[config.mk]
export PLATFORM = sky130hd
export DESIGN_NAME = cst_sched_timers
export DESIGN_NICKNAME = d
export VERILOG_FILES = /design/src/cst_pkg.sv /design/src/cst_nv_store.sv /design/src/cst_sched_timers.sv
export VERILOG_INCLUDE_DIRS = /design/src /design/src/src
export SDC_FILE = /design/constraint.sdc
export NUM_CORES = 1
export LEC_CHECK = 0
export BUFFER_PORTS_ARGS = -buffer_cell sky130_fd_sc_hd__buf_2
export CORE_MARGIN = 2
export CORE_UTILIZATION = 50
export CTS_CLUSTER_DIAMETER = 50
export CTS_CLUSTER_SIZE = 8
export DETAILED_ROUTE_END_ITERATION = 7
export PLACE_DENSITY = 0.69
export SYNTH_ARGS = -nofsm -noshare
export SYNTH_HDL_FRONTEND = slang
export SYNTH_HIERARCHICAL = 1
export SYNTH_SLANG_ARGS = --single-unit
[constraint.sdc]
create_clock -name clk_i -period 7.01 [get_ports clk_i]
set_input_delay 1.402 -clock clk_i [delete_from_list [all_inputs] [get_ports clk_i]]
set_output_delay 1.402 -clock clk_i [all_outputs]
set_load 0.02 [all_outputs]
[src/cst_map.svh]
// register offsets, field positions, codes and reset values of the schedule timers
`ifndef CST_MAP_SVH
`define CST_MAP_SVH
`define CST_CHAN_SHIFT 4
`define CST_REG_ON 2'h0
`define CST_REG_OFF 2'h1
`define CST_REG_MODE 2'h2
`define CST_REG_STATE 2'h3
`define CST_REG_SUMMARY 8'h40
`define CST_HOUR_LSB 16
`define CST_MIN_LSB 8
`define CST_SEC_LSB 0
`define CST_MODE_DISABLED 4'h0
`define CST_MODE_DAILY 4'h1
`define CST_MODE_MONDAY 4'h2
`define CST_MODE_SUNDAY 4'h8
`define CST_MODE_WORKDAYS_ONLY 4'h9
`define CST_MODE_MONDAY_TO_SATURDAY 4'ha
`define CST_MODE_WEEKEND_ONLY 4'hb
`define CST_DAY_FRIDAY 3'h4
`define CST_DAY_SATURDAY 3'h5
`define CST_DAY_SUNDAY 3'h6
`define CST_STATE_UNUSED 2'h0
`define CST_STATE_INACTIVE 2'h2
`define CST_STATE_ACTIVE 2'h3
`define CST_MODE_RST 4'h0
`define CST_TIME_RST 17'h00000
`define CST_SAVED_MARK 1'h1
`endif

[src/cst_pkg.sv]
// types shared by the calendar schedule timer files
package cst_pkg;
	typedef struct packed {
		logic [4:0] hour;
		logic [5:0] minute;
		logic [5:0] second;
	} cst_time_s;
	typedef struct packed {
		cst_time_s tod;
		logic [2:0] wday;
	} cst_cal_s;
	typedef struct packed {
		logic mark;
		logic active;
	} cst_saved_s;
	typedef logic [3:0] cst_mode_t;
endpackage

[src/cst_nv_store.sv]
// small retained store for channel states, registered read, no reset on the array
`timescale 1ns/1ps
module cst_nv_store #(
	parameter int WIDTH = 2,
	parameter int DEPTH = 4,
	parameter int AW = 2
) (
	input wire logic clk_i,
	input wire logic we_i,
	input wire logic [AW-1:0] waddr_i,
	input wire logic [WIDTH-1:0] wdata_i,
	input wire logic [AW-1:0] raddr_i,
	output logic [WIDTH-1:0] rdata_o
);
	// contents must outlive the block reset, so the array is never cleared
	logic [WIDTH-1:0] mem [DEPTH];

	always_ff @(posedge clk_i)
	begin
		if (we_i)
		begin
			mem[waddr_i] <= wdata_i;
		end
		rdata_o <= mem[raddr_i];
	end
endmodule

[src/cst_sched_timers.sv]
// four calendar schedule timer channels with a classic wishbone register slave
// Summary of operation
// four channels, each with own on time, off time, mode and state
// on and off times are written as hour, minute and second fields
// mode field offers twelve settings, code zero being disabled
// disabled channel does not run and its output stays zero
// daily mode switches on and off every day
// seven single-day modes switch only on the chosen weekday
// workdays_only mode switches Monday to Friday, idle at weekend
// monday_to_saturday mode switches every day except Sunday
// weekend_only mode switches Saturday and Sunday only
// channels in use may be forced on or off; disabled ones ignore forcing
// forcing is just a write of the state register, no extra flag
// forced value holds until next write or next opposite scheduled edge
// states saved to retained store on power loss, restored at start-up
// each channel output goes to the logic and routing matrix
// readable state: not in use, inactive, active
// on an enabled day output goes high at on time, low at off time
`timescale 1ns/1ps
`include "cst_map.svh"
module cst_sched_timers #(
	parameter int CHANNELS = 4,
	parameter int AW = 8
) (
	input wire logic clk_i,
	input wire logic rst_i,
	input wire logic wb_cyc_i,
	input wire logic wb_stb_i,
	input wire logic wb_we_i,
	input wire logic [AW-1:0] wb_adr_i,
	input wire logic [3:0] wb_sel_i,
	input wire logic [31:0] wb_dat_i,
	output logic [31:0] wb_dat_o,
	output logic wb_ack_o,
	input wire cst_pkg::cst_cal_s cal_i,
	input wire logic power_fail_i,
	output logic [CHANNELS-1:0] sched_out_o,
	output logic restore_busy_o
);
	typedef enum {
		SEQ_FETCH,
		SEQ_LOAD,
		SEQ_RUN,
		SEQ_SAVE
	} cst_seq_e;

	function automatic logic [31:0] merge_bytes(input logic [31:0] old_w,
		input logic [31:0] new_w, input logic [3:0] sel);
		logic [31:0] mask;
		mask = {{8{sel[3]}}, {8{sel[2]}}, {8{sel[1]}}, {8{sel[0]}}};
		return (old_w & ~mask) | (new_w & mask);
	endfunction

	function automatic logic [31:0] time_word(input cst_pkg::cst_time_s t);
		logic [31:0] w;
		w = 32'h0;
		w[`CST_HOUR_LSB +: 5] = t.hour;
		w[`CST_MIN_LSB +: 6] = t.minute;
		w[`CST_SEC_LSB +: 6] = t.second;
		return w;
	endfunction

	function automatic cst_pkg::cst_time_s word_time(input logic [31:0] w);
		cst_pkg::cst_time_s t;
		t.hour = w[`CST_HOUR_LSB +: 5];
		t.minute = w[`CST_MIN_LSB +: 6];
		t.second = w[`CST_SEC_LSB +: 6];
		return t;
	endfunction

	function automatic logic day_enabled(input cst_pkg::cst_mode_t mode, input logic [2:0] wday);
		logic ok;
		ok = 1'b0;
		case (mode)
			`CST_MODE_DAILY: ok = 1'b1;
			`CST_MODE_WORKDAYS_ONLY: ok = (wday <= `CST_DAY_FRIDAY);
			`CST_MODE_MONDAY_TO_SATURDAY: ok = (wday <= `CST_DAY_SATURDAY);
			`CST_MODE_WEEKEND_ONLY: ok = (wday == `CST_DAY_SATURDAY) || (wday == `CST_DAY_SUNDAY);
			default:
			begin
				// single weekday modes; codes above weekend_only are unused and never switch
				if (mode >= `CST_MODE_MONDAY && mode <= `CST_MODE_SUNDAY)
				begin
					ok = (wday == 3'(mode - `CST_MODE_MONDAY));
				end
			end
		endcase
		return ok;
	endfunction

	// power fail comes from a pin, so it passes two flip-flops first
	logic pf_meta;
	logic pf_sync;
	logic pf_last;
	wire pf_rise = pf_sync & ~pf_last;

	cst_seq_e seq;
	logic [1:0] seq_idx;
	wire seq_last = (seq_idx == 2'(CHANNELS - 1));

	cst_pkg::cst_time_s on_time [CHANNELS];
	cst_pkg::cst_time_s off_time [CHANNELS];
	cst_pkg::cst_mode_t mode [CHANNELS];
	logic [CHANNELS-1:0] active;
	logic [CHANNELS-1:0] on_hit_q;
	logic [CHANNELS-1:0] off_hit_q;

	cst_pkg::cst_saved_s rd_saved;
	cst_pkg::cst_saved_s wr_saved;

	// bus decode
	wire bus_req = wb_cyc_i & wb_stb_i & ~wb_ack_o;
	wire bus_wr = bus_req & wb_we_i;
	wire in_chan_space = (wb_adr_i[AW-1:6] == '0);
	wire [1:0] sel_chan = wb_adr_i[5:4];
	wire [1:0] sel_reg = wb_adr_i[3:2];
	wire is_summary = (wb_adr_i == AW'(`CST_REG_SUMMARY));

	wire load_stb = (seq == SEQ_LOAD) && (rd_saved.mark == `CST_SAVED_MARK);
	wire save_we = (seq == SEQ_SAVE);

	assign wr_saved.mark = `CST_SAVED_MARK;
	assign wr_saved.active = active[seq_idx];

	logic [31:0] chan_word [CHANNELS];
	logic [CHANNELS-1:0] running;

	genvar gi;
	generate
		for (gi = 0; gi < CHANNELS; gi++)
		begin : g_chan
			wire sel_me = bus_wr & in_chan_space & (sel_chan == 2'(gi));
			wire wr_on = sel_me & (sel_reg == `CST_REG_ON);
			wire wr_off = sel_me & (sel_reg == `CST_REG_OFF);
			wire wr_mode = sel_me & (sel_reg == `CST_REG_MODE);
			wire wr_state = sel_me & (sel_reg == `CST_REG_STATE) & wb_sel_i[0];
			wire day_ok = day_enabled(mode[gi], cal_i.wday);
			wire on_hit = day_ok & (cal_i.tod == on_time[gi]);
			wire off_hit = day_ok & (cal_i.tod == off_time[gi]);
			// the calendar stays on one second for many clocks, so act on the first only
			wire on_evt = on_hit & ~on_hit_q[gi];
			wire off_evt = off_hit & ~off_hit_q[gi];
			wire restore_me = load_stb & (seq_idx == 2'(gi));
			wire [31:0] on_w = merge_bytes(time_word(on_time[gi]), wb_dat_i, wb_sel_i);
			wire [31:0] off_w = merge_bytes(time_word(off_time[gi]), wb_dat_i, wb_sel_i);

			assign running[gi] = (mode[gi] != `CST_MODE_DISABLED);

			always_comb
			begin
				case (sel_reg)
					`CST_REG_ON: chan_word[gi] = time_word(on_time[gi]);
					`CST_REG_OFF: chan_word[gi] = time_word(off_time[gi]);
					`CST_REG_MODE: chan_word[gi] = {28'h0, mode[gi]};
					default: chan_word[gi] = {30'h0, running[gi] ? {1'b1, active[gi]} :
						`CST_STATE_UNUSED};
				endcase
			end

			always_ff @(posedge clk_i)
			begin
				if (rst_i)
				begin
					on_time[gi] <= `CST_TIME_RST;
					off_time[gi] <= `CST_TIME_RST;
					mode[gi] <= `CST_MODE_RST;
					on_hit_q[gi] <= 1'b0;
					off_hit_q[gi] <= 1'b0;
				end
				else
				begin
					on_hit_q[gi] <= on_hit;
					off_hit_q[gi] <= off_hit;
					if (wr_on)
					begin
						on_time[gi] <= word_time(on_w);
					end
					if (wr_off)
					begin
						off_time[gi] <= word_time(off_w);
					end
					if (wr_mode && wb_sel_i[0])
					begin
						mode[gi] <= cst_pkg::cst_mode_t'(wb_dat_i[3:0]);
					end
				end
			end

			// the stored state is kept while disabled so a restored value survives until use
			always_ff @(posedge clk_i)
			begin
				if (rst_i)
				begin
					active[gi] <= 1'b0;
				end
				else if (restore_me)
				begin
					active[gi] <= rd_saved.active;
				end
				else if (wr_state && running[gi])
				begin
					active[gi] <= wb_dat_i[0];
				end
				else if (running[gi] && off_evt)
				begin
					active[gi] <= 1'b0;
				end
				else if (running[gi] && on_evt)
				begin
					active[gi] <= 1'b1;
				end
			end
		end
	endgenerate

	cst_nv_store #(
		.WIDTH(2),
		.DEPTH(CHANNELS),
		.AW(2)
	) u_store (
		.clk_i(clk_i),
		.we_i(save_we),
		.waddr_i(seq_idx),
		.wdata_i(wr_saved),
		.raddr_i(seq_idx),
		.rdata_o(rd_saved)
	);

	// restore all channels after reset, save all on a power fail edge
	always_ff @(posedge clk_i)
	begin
		if (rst_i)
		begin
			seq <= SEQ_FETCH;
			seq_idx <= 2'h0;
		end
		else
		begin
			case (seq)
				SEQ_FETCH: seq <= SEQ_LOAD;
				SEQ_LOAD:
				begin
					seq_idx <= seq_last ? 2'h0 : seq_idx + 2'h1;
					seq <= seq_last ? SEQ_RUN : SEQ_FETCH;
				end
				SEQ_RUN:
				begin
					if (pf_rise)
					begin
						seq <= SEQ_SAVE;
					end
				end
				SEQ_SAVE:
				begin
					seq_idx <= seq_last ? 2'h0 : seq_idx + 2'h1;
					if (seq_last)
					begin
						seq <= SEQ_RUN;
					end
				end
				default: seq <= SEQ_RUN;
			endcase
		end
	end

	always_ff @(posedge clk_i)
	begin
		if (rst_i)
		begin
			pf_meta <= 1'b0;
			pf_sync <= 1'b0;
			pf_last <= 1'b0;
		end
		else
		begin
			pf_meta <= power_fail_i;
			pf_sync <= pf_meta;
			pf_last <= pf_sync;
		end
	end

	wire [31:0] summary_word = {26'h0, (seq == SEQ_SAVE), (seq != SEQ_RUN && seq != SEQ_SAVE),
		4'(active & running)};
	wire [31:0] rd_word = in_chan_space ? chan_word[sel_chan] :
		(is_summary ? summary_word : 32'h0);

	// one wait state: ack follows the request by one edge; unmapped reads give zero
	always_ff @(posedge clk_i)
	begin
		if (rst_i)
		begin
			wb_ack_o <= 1'b0;
			wb_dat_o <= 32'h0;
			sched_out_o <= '0;
			restore_busy_o <= 1'b1;
		end
		else
		begin
			wb_ack_o <= bus_req;
			wb_dat_o <= (bus_req && !wb_we_i) ? rd_word : 32'h0;
			sched_out_o <= active & running;
			restore_busy_o <= (seq == SEQ_FETCH) || (seq == SEQ_LOAD);
		end
	end
endmodule

; After elaboration in Yosys (flattened, before gate mapping)
; Memory sizes are Yosys's and may differ from the RTL's. A register that Yosys moved wholly into a read port is not among the register bits.
; Cells that the tools add are included.
[classes]
muxes = 96
addsub = 5
n_lt_le_gt_ge = 12
eq_ne = 49
reduce_logical = 43
n_bitwise = 92
[op_table]
columns = op, count
row1 = case mux 21 bit (3 select lines), 4
row2 = AND 21 bit, 9
row3 = OR 21 bit, 8
row4 = 2-to-1 mux 32 bit, 5
row5 = == test 17 bit, 8
row6 = 2-to-1 mux 17 bit, 8
row7 = case mux 32 bit (4 select lines), 1
row8 = == test 32 x 2 -> 1 bit (second input constant), 3
row9 = binary-select mux 32 bit (select 2 bit), 1
row10 = logical NOT 32 bit, 2
row11 = != test 32 x 3 -> 1 bit (second input constant), 2
row12 = 2-to-1 mux 1 bit, 61
row13 = AND 1 bit, 49
row14 = == test 4 bit (second input constant), 12
row15 = == test 32 x 1 -> 1 bit (second input constant), 1
row16 = == test 32 x 3 -> 1 bit (second input constant), 1
row17 = nonzero test 4 bit, 8
row18 = logical AND 1 bit, 23
row19 = inverter 21 bit, 1
row20 = == test 4 x 1 -> 1 bit (second input constant), 4
row21 = greater-or-equal comparator 4 x 2 -> 1 bit (second input constant), 4
row22 = <= comparator 4 bit (second input constant), 4
row23 = 2-to-1 mux 4 bit, 4
row24 = case mux 1 bit (4 select lines), 4
row25 = other kinds (23), 70
[word_totals]
ramBits = 156
regBits = 89
out_inout_bits = 38
n_memories = 4
wordCells = 323
[memory_table]
columns = name, words, word_bits, rd, rd_ports_with_merged_regs, wr, line
row1 = off_time, 4, 17, 4, 0, 4, cst_sched_timers.sv:102  ; cst_pkg::cst_time_s off_time [CHANNELS];
row2 = on_time, 4, 17, 4, 0, 4, cst_sched_timers.sv:101  ; cst_pkg::cst_time_s on_time [CHANNELS];
row3 = mode, 4, 4, 4, 0, 4, cst_sched_timers.sv:103  ; cst_pkg::cst_mode_t mode [CHANNELS];
row4 = u_store.mem, 4, 1, 1, 1, 1, cst_nv_store.sv:16  ; logic [WIDTH-1:0] mem [DEPTH];

; Depth between registers and ports, before layout
; An unclocked memory read counts as a cell.
[logic_depth]
ltp_word = 12
ltp_mapped = 9
depth_no_buf = 8

; Modules after synthesis
; The synthesis kept the hierarchy.
[modules_own_cells]
columns = mod, area_each_um2, n_inst, seq_area_each_um2, cells_each
row1 = cst_sched_timers, 11898.9, 1, 5405.2, 1183
row2 = cst_nv_store, 364.1, 1, 280.3, 16

; Worst setup path before layout
; No wires, ideal clock.
[synth_path]
kind = input to register
startpoint = input port wb_adr_i[2]
endpoint = memory off_time[0][0] in the netlist's numbering (enable)
t_arrival_ps = 2928
setup_slack_ps = 3708
t_required_ps = 6637
stages = 7
setup_ps = 373
path_cell_list = buf_2 buf_2 nand2b_1 nor3_1 clkbuf_1 nand2_1 nand2_1
[synth_lines]
columns = element, line
row1 = "start, declared", cst_sched_timers.sv:30  ; input wire logic [AW-1:0] wb_adr_i,
row2 = "end, declared", cst_sched_timers.sv:102

==> flow_metrics.env <==
export IMPL_p_per_area_nw_per_um2=231.0
export IMPL_synth_compound_area_share_pct=13.10
export IMPL_ioPinCount=108
export IMPL_stdcell_area_um2=13640
export IMPL_antenna_found_initial=2
export IMPL_grt_overflow_total=0
export IMPL_numCtsBuffers=31
export IMPL_grt_pass1_wl_um=57250
export IMPL_dr_pass1_iters=8
export IMPL_synth_seq_cells=204
export IMPL_switching_share_pct=25.24
export IMPL_yosys_area_share_simple_pct=18.81
export IMPL_clockBufferDepth=3
export IMPL_cts_setup_buffers=0
export IMPL_nets=1315
export IMPL_grt_max_degree=58
export IMPL_fin_skew_ps=10.97
export IMPL_worst_slack_ps=3457
export IMPL_initial_utilization_pct=50.72
export IMPL_max_freq_mhz=281.4
export IMPL_place_ws_ps=2940
export IMPL_clkPwrFrac_pct=44.6
export IMPL_status="finished with violations"
export IMPL_syn_area_per_cell_um2=10.23
export IMPL_hpwl_um=25950
export IMPL_fin_crit_sh_pct=50.69
export IMPL_p_sw_uw=795.2
export IMPL_cellLeakagePower_uw=0.004783
export IMPL_slew_violations=0
export IMPL_core_area_um2=24180
export IMPL_synth_edff_count=160
export IMPL_r2r_slack_ps=4210
export IMPL_syn2layout_area_growth_pct=11.25
export IMPL_die_w_um=160.6
export IMPL_place_gp_congestion=0.9875
export IMPL_setup_tns_ps=0
export IMPL_ys_seq_area_share_pct=46.36
export IMPL_critPathBufInv=1
export IMPL_cts_tree="yes"
export IMPL_die_area_um2=25790
export IMPL_num_rows=57
export IMPL_place_port_buffers=76
export IMPL_post_route_cells_drive_above_1_share_pct=13.80
export IMPL_gr_max_usage_layer="met2"
export IMPL_postSynthCellCount=1199
export IMPL_synth_warnings=6
export IMPL_route_detailed_drc=6
export IMPL_grt_setup_unrepaired="no"
export IMPL_clk_pin_slew_ps=50
export IMPL_met1_usage_pct=41.74
export IMPL_p_comb_share_pct=11.2
export IMPL_wl_per_cell_um=24.26
export IMPL_grt_pass1_vias=9258
export IMPL_arrival_ps=3710
export IMPL_synthDistinctLibCells=73
export IMPL_synth_mux_area_share_pct=6.163
export IMPL_worst_path_most_repeated_cell="nand2_1"
export IMPL_setup_viol=0
export IMPL_syn_cell_area_um2=12260
export IMPL_end_kind="register"
export IMPL_worstSetupPathType="primary input to register"
export IMPL_slew_headroom_pct=11.40
export IMPL_min_path_type="register to register"
export IMPL_htreeDepth=1
export IMPL_ant_nets=0
export IMPL_startpoint_type="primary input"
export IMPL_crit_slowest_cell="nand2_1"
export IMPL_maxCapViolCount=0
export IMPL_intPower_uw=2356
export IMPL_cp_required_ps=7160
export IMPL_hold_violations=0
export IMPL_crit_family="simple AND/OR/NAND/NOR gates"
export IMPL_tightestPinTransition_ps=1324
export IMPL_violations="design-rule violations"
export IMPL_track_usage_pct=29.44
export IMPL_synth_xor_xnor_area_share_pct=10.36
export IMPL_die_h_um=160.6
export IMPL_async_flop_share_pct=0
export IMPL_ys_dominant_reg_cell="edfxtp_1"
export IMPL_place_area_um2=12700
export IMPL_drt_wl_total_um=38480
export IMPL_peakVddDrop_mv=0.1807
export IMPL_vias=9919
export IMPL_use_met2_pct=43.89
export IMPL_cts_sinks=204
export IMPL_power_frac_seq_pct=44.2
export IMPL_cts_resized=0
export IMPL_path_cells="buf_2 > or3b_4 > or2_1 > nor2_2 > nand2_1 > nand2_1"
export IMPL_met3_usage_pct=5.630
export IMPL_crit_fanout=17
export IMPL_clockRootBuffer="clkbuf_16"
export IMPL_drtIter0Drc=1534
export IMPL_vias_per_cell=6.254
export IMPL_clk_latency_ps=550
export IMPL_synth_top_family_by_area="simple AND/OR/NAND/NOR gates"
export IMPL_cpPeakStageDelay_ps=870
export IMPL_period_minus_slack_ps=3553
export IMPL_yosys_area_share_adder_pct=0.8162
export IMPL_cts_hold_buffers=0
[power groups by stage]
stage	clock network, uW	logic (uW)	registers [uW]
floorplan	0	248	1400
finish	1410	354	1390
detailed placement	0	344	1410
global placement	0	341	1410
global route	1460	373	1400
CTS	1420	346	1390
[worst reg2reg max path, delay by kind of cell, from the launching register on]
kind | cells | cell delay (ps)
simple gates | 5 | 2120
flops | 1 | 300
[cell type report]
class / count / area (um^2)
clock buffers: 56 / 932.1
well taps: 324 / 405.4
diodes: 1 / 2.502
repair buffers: 82 / 425.4
fillers: 2141 / 10530
multi-input cells: 899 / 6116
inverters: 19 / 71.32
flip-flops and latches: 204 / 5685
clock inverters: 1 / 5.005
[cells in the final DEF, fill, tap and decap left out, types with 4 or more instances in the layout]
cell type / synthesis / layout
nor4_2: 4 / 4
nand2_2: 6 / 6
nor4_1: 15 / 15
a22o_1: 10 / 10
mux2_2: 24 / 24
edfxtp_1: 160 / 160
mux4_2: 11 / 11
o22ai_1: 7 / 7
ha_1: 8 / 8
inv_1: 19 / 19
nand3b_1: 5 / 5
nand2b_1: 146 / 146
xnor2_1: 106 / 106
buf_4: 15 / 6
nand4_1: 24 / 24
nand2_1: 63 / 63
clkbuf_16: 0 / 33
buf_2: 21 / 76
xor2_1: 39 / 39
a222oi_1: 10 / 10
a21oi_1: 160 / 160
nor3_1: 21 / 20
conb_1: 2 / 19
and2_1: 21 / 21
and3b_1: 5 / 5
o31ai_1: 8 / 8
mux2i_1: 17 / 17
a22oi_1: 11 / 11
nor2_1: 46 / 46
dfxtp_1: 44 / 44
nor2b_1: 9 / 9
o21ai_0: 18 / 18
clkbuf_1: 50 / 21
a31oi_1: 4 / 4
nand3_1: 18 / 18
[cells in the mapped netlist (4+ instances only)]
master    instances  share of area (%)
a21oi_1         160                6.5
edfxtp_1        160                 39
nand2b_1        146                7.4
xnor2_1         106                7.6
nand2_1          63                1.9
clkbuf_1         50                1.5
nor2_1           46                1.4
dfxtp_1          44                7.2
xor2_1           39                2.8
mux2_2           24                2.2
nand4_1          24                1.2
and2_1           21                1.1
buf_2            21               0.86
nor3_1           21               0.86
inv_1            19               0.58
nand3_1          18               0.73
o21ai_0          18               0.73
mux2i_1          17                1.4
buf_4            15               0.92
nor4_1           15               0.77
a22oi_1          11               0.67
mux4_2           11                2.0
a222oi_1         10               0.82
a22o_1           10               0.71
nor2b_1           9               0.46
ha_1              8               0.82
o31ai_1           8               0.49
o22ai_1           7               0.36
nand2_2           6               0.31
and3b_1           5               0.36
nand3b_1          5               0.31
a31oi_1           4               0.20
buf_1             4               0.12
nor4_2            4               0.41
[metal layers]
layer,routed length (um),vias up
met2,16570,657
met3,4287,122
met1,15680,4750
met5,13,-
li1,-,4388
met4,1926,2
[through the flow]
| stage | instances | hold WS [ps] | power, uW | utilization (%) |
|---|---|---|---|---|
| 2_1_floorplan | 1216 | 399.8 | 1644 | - |
| 3_3_place_gp | 1528 | 443.4 | 1753 | 52.54 |
| 3_5_place_dp | 1528 | 436.8 | 1757 | 52.54 |
| 4_1_cts | 1585 | 451.2 | 3152 | 56.42 |
| 5_1_grt | 1585 | 465.9 | 3230 | 56.42 |
| 6_report | 1586 | 441.3 | 3151 | 56.43 |
[sequential cells by signal, indices dropped and copies added, names as in the netlist, 2 cells and up]
register and cells:
off_time 68, u_store/mem 8, seq 2, off_hit_q 4, wb_dat_o 17, sched_out_o 4
seq_idx 2, on_hit_q 4, u_store/rdata_o 2, on_time 68, mode 16, active 4
[final timing paths]
check                                  from             end  depth (start not counted)
worst min-delay path                pf_meta         pf_sync                          1
worst max register to register     wb_ack_o  off_time[1][5]                          5
worst max-delay path            wb_adr_i[6]  off_time[1][5]                          6
worst min register to register      pf_meta         pf_sync                          1
[logic make-up after synthesis]
| group | count (synthesis) |
|---|---|
| fa+ha+maj | 8 |
| xor+xnor | 145 |
| mux | 55 |
| buf+inv | 113 |
| other cells | 2 |
| compound gates | 265 |
| simple gates | 407 |
| flops | 204 |
Note: power is estimated with default switching activity, not from simulation.
